**src/logic/duart_pins_pkg.sv**
```systemverilog
// Shared constants and carrier types for the dual UART pin block
package duart_pins_pkg;

    // ------------------------------------------------------------
    // Modem control register layout
    // ------------------------------------------------------------
    localparam int CTRL_WIDTH = 8;
    localparam int CTRL_DTR_BIT = 0;
    localparam int CTRL_RTS_BIT = 1;
    localparam int CTRL_IRQ_EN_BIT = 3;
    localparam logic [7:0] CTRL_RESET = 8'h00;

    // ------------------------------------------------------------
    // Host bus styles
    // ------------------------------------------------------------
    typedef enum logic {BUS_RW_LINE, BUS_SPLIT_STROBE} bus_style_e;

    // Host strobe carrier from the raw host pins
    typedef struct packed {
        logic chip_sel_n;
        logic rd_strobe_n;
        logic wr_strobe_n;
        logic rw_line;
    } host_pins_s;

    // Decoded host access
    typedef struct packed {
        logic rd;
        logic wr;
    } host_access_s;

    // Channel B modem input status
    typedef struct packed {
        logic clear_to_send;
        logic set_ready;
        logic carrier_detect;
        logic ring_indicator;
    } modem_status_s;

    // ------------------------------------------------------------
    // Reset levels of the pins
    // ------------------------------------------------------------
    localparam logic SERIAL_IDLE = 1'b1;
    localparam logic PIN_INACTIVE = 1'b1;
    localparam logic [3:0] STATUS_RESET = 4'h0;

    // Irq gate pin level for a given control bit
    function automatic logic irq_gate_level(input logic [7:0] ctrl);
        return ~ctrl[CTRL_IRQ_EN_BIT];
    endfunction : irq_gate_level

endpackage : duart_pins_pkg

```
**src/logic/duart_modem_pins_bus_select.sv**
```systemverilog
// Pin layer of a dual UART: irq gating, channel B modem pins, host bus style
`timescale 1ns/1ns
module duart_modem_pins_bus_select
    import duart_pins_pkg::*;
(
    input wire logic clk_sys_in,
    input wire logic arst_n_in,
    input wire logic [7:0] chan_a_modem_control_reg_in,
    input wire logic [7:0] chan_b_modem_control_reg_in,
    input wire logic chan_a_irq_req_in,
    input wire logic chan_b_irq_req_in,
    input wire logic chan_b_core_serial_in,
    input wire logic bus_style_sel_in,
    input wire host_pins_s host_pins_in,
    input wire logic chan_b_serial_in,
    input wire logic chan_b_clear_to_send_n_in,
    input wire logic chan_b_set_ready_n_in,
    input wire logic chan_b_carrier_detect_n_in,
    input wire logic chan_b_ring_indicator_n_in,
    input wire logic osc_clock_in,
    output logic osc_clock_out,
    output logic chan_a_irq_out,
    output logic chan_a_irq_oe_out,
    output logic chan_b_irq_out,
    output logic chan_b_irq_oe_out,
    output logic chan_a_irq_gate_out,
    output logic chan_b_irq_gate_out,
    output logic chan_a_request_to_send_n_out,
    output logic chan_b_request_to_send_n_out,
    output logic chan_b_terminal_ready_n_out,
    output logic chan_b_serial_out,
    output logic chan_b_rx_data_out,
    output logic chan_b_cts_active_out,
    output modem_status_s chan_b_modem_status_out,
    output host_access_s host_access_out
);

    // ------------------------------------------------------------
    // Next-value computation
    // ------------------------------------------------------------
    logic next_a_irq;
    logic next_a_oe;
    logic next_b_irq;
    logic next_b_oe;
    logic next_a_gate;
    logic next_b_gate;
    logic next_a_rts_n;
    logic next_b_rts_n;
    logic next_b_dtr_n;
    modem_status_s next_status;
    host_access_s next_access;
    bus_style_e style;
    // Low in reset and on the release edge, so checks skip the edge the flops still reset on
    logic regs_live;

    // Irq enable, modem outputs and status decode
    always_comb begin
        next_a_oe = chan_a_modem_control_reg_in[CTRL_IRQ_EN_BIT];
        next_a_irq = chan_a_irq_req_in & next_a_oe;
        next_a_gate = irq_gate_level(chan_a_modem_control_reg_in);
        next_b_oe = chan_b_modem_control_reg_in[CTRL_IRQ_EN_BIT];
        next_b_irq = chan_b_irq_req_in & next_b_oe;
        next_b_gate = irq_gate_level(chan_b_modem_control_reg_in);
        next_a_rts_n = ~chan_a_modem_control_reg_in[CTRL_RTS_BIT];
        next_b_rts_n = ~chan_b_modem_control_reg_in[CTRL_RTS_BIT];
        next_b_dtr_n = ~chan_b_modem_control_reg_in[CTRL_DTR_BIT];
        // Status only; never routed to the serial path
        next_status.clear_to_send = ~chan_b_clear_to_send_n_in;
        next_status.set_ready = ~chan_b_set_ready_n_in;
        next_status.carrier_detect = ~chan_b_carrier_detect_n_in;
        next_status.ring_indicator = ~chan_b_ring_indicator_n_in;
    end

    // Host strobe decode by bus style
    always_comb begin
        style = bus_style_sel_in ? BUS_SPLIT_STROBE : BUS_RW_LINE;
        next_access = '0;
        case (style)
            BUS_SPLIT_STROBE: begin
                next_access.rd = ~host_pins_in.chip_sel_n & ~host_pins_in.rd_strobe_n;
                next_access.wr = ~host_pins_in.chip_sel_n & ~host_pins_in.wr_strobe_n;
            end
            BUS_RW_LINE: begin
                next_access.rd = ~host_pins_in.chip_sel_n & host_pins_in.rw_line;
                next_access.wr = ~host_pins_in.chip_sel_n & ~host_pins_in.rw_line;
            end
            default: next_access = '0;
        endcase
    end

    // ------------------------------------------------------------
    // Output registers
    // ------------------------------------------------------------
    always_ff @(posedge clk_sys_in or negedge arst_n_in) begin
        if (!arst_n_in) begin
            chan_a_irq_out <= 1'b0;
            chan_a_irq_oe_out <= CTRL_RESET[CTRL_IRQ_EN_BIT];
            chan_b_irq_out <= 1'b0;
            chan_b_irq_oe_out <= CTRL_RESET[CTRL_IRQ_EN_BIT];
            chan_a_irq_gate_out <= PIN_INACTIVE;
            chan_b_irq_gate_out <= PIN_INACTIVE;
            chan_a_request_to_send_n_out <= PIN_INACTIVE;
            chan_b_request_to_send_n_out <= PIN_INACTIVE;
            chan_b_terminal_ready_n_out <= PIN_INACTIVE;
            chan_b_serial_out <= SERIAL_IDLE;
            chan_b_rx_data_out <= SERIAL_IDLE;
            chan_b_cts_active_out <= 1'b0;
            chan_b_modem_status_out <= STATUS_RESET;
            host_access_out <= '0;
            osc_clock_out <= 1'b0;
            regs_live <= 1'b0;
        end else begin
            chan_a_irq_out <= next_a_irq;
            chan_a_irq_oe_out <= next_a_oe;
            chan_b_irq_out <= next_b_irq;
            chan_b_irq_oe_out <= next_b_oe;
            chan_a_irq_gate_out <= next_a_gate;
            chan_b_irq_gate_out <= next_b_gate;
            chan_a_request_to_send_n_out <= next_a_rts_n;
            chan_b_request_to_send_n_out <= next_b_rts_n;
            chan_b_terminal_ready_n_out <= next_b_dtr_n;
            chan_b_serial_out <= chan_b_core_serial_in;
            chan_b_rx_data_out <= chan_b_serial_in;
            chan_b_cts_active_out <= next_status.clear_to_send;
            chan_b_modem_status_out <= next_status;
            host_access_out <= next_access;
            osc_clock_out <= osc_clock_in; // Buffered oscillator level
            regs_live <= 1'b1;
        end
    end
endmodule : duart_modem_pins_bus_select

```
**config.mk**
```make
export PLATFORM = sky130hd
export DESIGN_NAME = duart_modem_pins_bus_select
export DESIGN_NICKNAME = d
export VERILOG_FILES = /design/src/logic/duart_pins_pkg.sv /design/src/logic/duart_modem_pins_bus_select.sv
export SDC_FILE = /design/constraint.sdc
export NUM_CORES = 1
export LEC_CHECK = 0
export ABC_AREA = 1
export BUFFER_PORTS_ARGS = -buffer_cell sky130_fd_sc_hd__buf_2
export CAP_MARGIN = 5
export CELL_PAD_IN_SITES_DETAIL_PLACEMENT = 1
export CELL_PAD_IN_SITES_GLOBAL_PLACEMENT = 1
export CORE_MARGIN = 2
export CORE_UTILIZATION = 24
export CTS_CLUSTER_SIZE = 8
export DETAILED_ROUTE_END_ITERATION = 6
export GPL_ROUTABILITY_DRIVEN = 0
export PLACE_DENSITY_LB_ADDON = 0.12
export SLEW_MARGIN = 20
export SYNTH_ARGS = -nofsm -noshare
export SYNTH_HDL_FRONTEND = slang
export SYNTH_SLANG_ARGS = --single-unit
```
**constraint.sdc**
```tcl
create_clock -name clk_sys_in -period 0.8 [get_ports clk_sys_in]
set_clock_uncertainty 0.1 [all_clocks]
set_input_delay 0.08 -clock clk_sys_in [delete_from_list [all_inputs] [get_ports clk_sys_in]]
set_output_delay 0.08 -clock clk_sys_in [all_outputs]
set_load 0.01 [all_outputs]
```
Word level (Yosys, flattened, before mapping)
Cells that the tools add are included.
{"block": "classes", "mux": 2, "n_bitwise": 20}
{"cell": "$not A1 Y1", "count": 14}
{"cell": "$and A1 B1 Y1", "count": 6}
{"cell": "$pmux W2 S2", "count": 1}
{"cell": "$mux W1", "count": 1}
{"block": "totals", "input_bits": 32, "regBits": 18}

Depth between registers and ports, before layout
{"block": "depth", "depth_word": 3, "mapped_depth": 3, "ltp_nobuf": 3}

Worst setup path after synthesis
OpenSTA, ideal clock, no wires.
{"block": "synth_path", "path_kind": "flip-flop to output port", "startpoint": "register chan_b_modem_status_out[3] in the netlist's numbering", "endpoint": "output chan_b_modem_status_out[3] in the netlist's numbering", "required_ns": 0.620, "arrival_ns": 0.539, "stages_incl_launch_ff": 2, "n_path_buf": 1, "path_slack_ns": 0.081, "path_cell_list": "dfrtp_1 buf_4"}
{"element": "start, declared", "line": "duart_modem_pins_bus_select.sv:34", "source": "output modem_status_s chan_b_modem_status_out,"}
{"element": "start signal, assigned", "line": "duart_modem_pins_bus_select.sv:125", "source": "chan_b_modem_status_out <= next_status;"}
No word-level cell between the ends.

Worst setup path in the final report
{"block": "layout_path", "startpoint": "register chan_b_irq_gate_out", "endpoint": "output chan_b_irq_gate_out"}
{"element": "start, declared", "line": "duart_modem_pins_bus_select.sv:27", "source": "output logic chan_b_irq_gate_out,"}
{"element": "start signal, assigned", "line": "duart_modem_pins_bus_select.sv:118", "source": "chan_b_irq_gate_out <= next_b_gate;"}
No word-level cell between the ends.

==> results.yml <==
die:
  io_pins: 51
  dieHeight_microns: 51.9
  die_area_sq_um: 2690
  fp.dieW_microns: 51.9
  core_area_sq_um: 2190
  start_util_pct: 25.1
  rows: 17
timing:
  fin_crit_sh_pct: 137
  slew_viol_final: 0
  holdWs_ns: -0.0315
  tightest_slew_ns: 0.383
  hold_viol: 2
  setup_viol: 19
  min_period_ns: 1.10
  finalSetupTns_ns: -4.02
  rsz0062_at_grt: "yes"
  max_slew_margin_pct: 74.5
  fmax_ghz: 0.910
  worst_slack_ns: -0.299
yosys:
  syn_area_sq_um: 551
  postSynthCellCount: 41
  synth_top_cell_by_area: "dfrtp_1"
  ys_top_cells_by_area: "dfrtp_1 (50%), dfstp_2 (33%), inv_1 (8.9%)"
  synth.distinct_cells: 7
  yosys_warnings: 0
  synth.avg_cell_area_sq_um: 13.4
  synth_xor_area_share_pct: 0
  ys_seq_elements: 18
  synthAdderAreaFrac_pct: 0
  synth_compound_area_share_pct: 0.909
  synth_top_cell_area_share_pct: 50.0
  ys_seq_area_share_pct: 83.4
  yosys.area_share.simple_pct: 5.45
  synth_nets: 73
  synth_top_family_by_area: "buffers and inverters"
  synth_mux_area_share_pct: 0
clock_tree:
  htreeDepth: 1
  clockRootBuffer: "clkbuf_4"
  cts_hold_buf: 19
  cts_made_buffers: 3
  clkTransAtPathRegs_ns: 0.10
  cts_tree: "built"
  cts_buffer_depth: 2
  postCtsSetupBuffers: 0
  cts_num_sinks: 18
placed_design:
  dp_cells: 107
  dpl.hpwl_microns: 824
  portBuffers: 39
grt:
  antenna_found_initial: 0
  grt_max_degree: 19
  grt_overflow_total: 0
  grt_first_pass_wirelength_microns: 1970
  grt_pass1_vias: 515
  grt.total_usage_pct: 10.2
routing:
  wl_met1_microns: 469
  ant_nets: 0
  wl_met3_microns: 94
  route.top_layer_used: "met3"
  drc: 0
  vias: 474
  dr_wl_met2_microns: 713
  drt_iter0_markers: 2
  viasPerCell: 3.70
  wl_per_cell_microns: 9.98
  firstDrtPassIters: 2
  routed_wl_microns: 1280
power_and_ir_drop:
  p_leak_nw: 0.558
  powerDensity_nw_per_um2: 1660
  p_total_mw: 1.69
  ir_drop_uv: 887
setup_path:
  worstPathCellList: "buf_6"
  crit_path_start_kind: "flip-flop"
  slowest_stage: "dfstp_2"
  critPathMaxStageDelay_ns: 0.54
  cp.required_ns: 0.62
  crit_buf_inv: 1
  criticalPathCategory: "reg -> out"
  arrival_ns: 0.92
  crit_path_end_kind: "primary output"
  crit_path_max_fanout: 1
  critPathTopFamily: "flip-flops"
status:
  violations: "negative hold slack, negative setup slack"
  status: "finished with violations"
cells_and_area:
  final_cell_count_no_fill: 128
  n_antenna_cell: 0
  drive_gt1_share_pct: 48.0
  multi_input_area_sq_um: 35.0
  reg.largest.list: "chan_b_modem_status_out x4, host_access_out x2"
  synthToLayoutAreaGrowth_pct: 85.0
  fill_cells: 252
  seq_area_sq_um: 459
  top_register: "chan_b_modem_status_out"
  finalNetCount: 133
  largest_reg_flops: 4
  fin_util_pct: 46.5
worst_hold_path:
  hp-class: "in -> reg"
flow_run:
  maxCapViolCount: 0
[layer usage]
| layer | vias up | GRT usage [%] |
|---|---|---|
| met5 | - | 0 |
| met4 | 0 | 3.95 |
| met3 | 0 | 2.59 |
| met2 | 24 | 20.3 |
| met1 | 222 | 9.74 |
| li1 | 228 | - |
[worst paths after layout]
path	start	end	slack [ns]	cells past startpoint
min in group asynchronous	arst_n_in	chan_b_modem_status_out[1]	0.15	2
max in group asynchronous	arst_n_in	chan_b_request_to_send_n_out	0.13	2
worst min-delay path	host_pins_in[0]	host_access_out[1]	-0.03	3
worst max-delay path	chan_b_irq_gate_out	chan_b_irq_gate_out	-0.30	1
[cell type report]
type	count	share of cell area, %
clock buffer	4	2.58
inverter	13	4.79
multi-input combinational	9	3.44
sequential	18	45.1
tap	28	3.44
timing repair buffer	56	40.7
[Yosys cell counts]
cell / n
buf_4: 1
dfrtp_1: 11
dfstp_2: 7
inv_1: 13
nand2_1: 5
nor2_1: 3
o21ai_1: 1
[power by group]
group          internal (mW)  switching, mW
clock                  0.193          0.255
combinational          0.155          0.105
sequential             0.971         0.0152
total                   1.32          0.375
[metrics by stage]
| step | worst slack [ns] | area (sq um) |
|---|---|---|
| CTS | -0.316 | 1030 |
| floorplan | 0.0808 | 551 |
| detailed placement | -0.00237 | 773 |
| finish | -0.299 | 1020 |
| global placement | 0.00738 | 773 |
| global route | -0.335 | 1020 |
[cell usage in the layout (no fill, tap or decap)]
cell type      instances
buf_2                 31
dlygate4sd3_1         18
inv_1                 13
dfrtp_1               11
dfstp_2                7
buf_6                  7
nand2_1                5
nor2_1                 3
clkbuf_4               3
o21ai_1                1
clkbuf_1               1
[cells by family (layout without fill, tap and decap cells)]
family | Yosys count | in the layout
compound gates | 1 | 1
buf+inv | 14 | 73
flops | 18 | 18
simple gates | 8 | 8
[timing repair]
item                                    4_1_cts  5_1_grt
gates resized for setup                       7        0
endpoints found under the hold margin        36        2
endpoints found under the setup margin       19       21
gates cloned                                  0        0
pin swaps                                     0        2
Power figures use the tool's default switching activity.
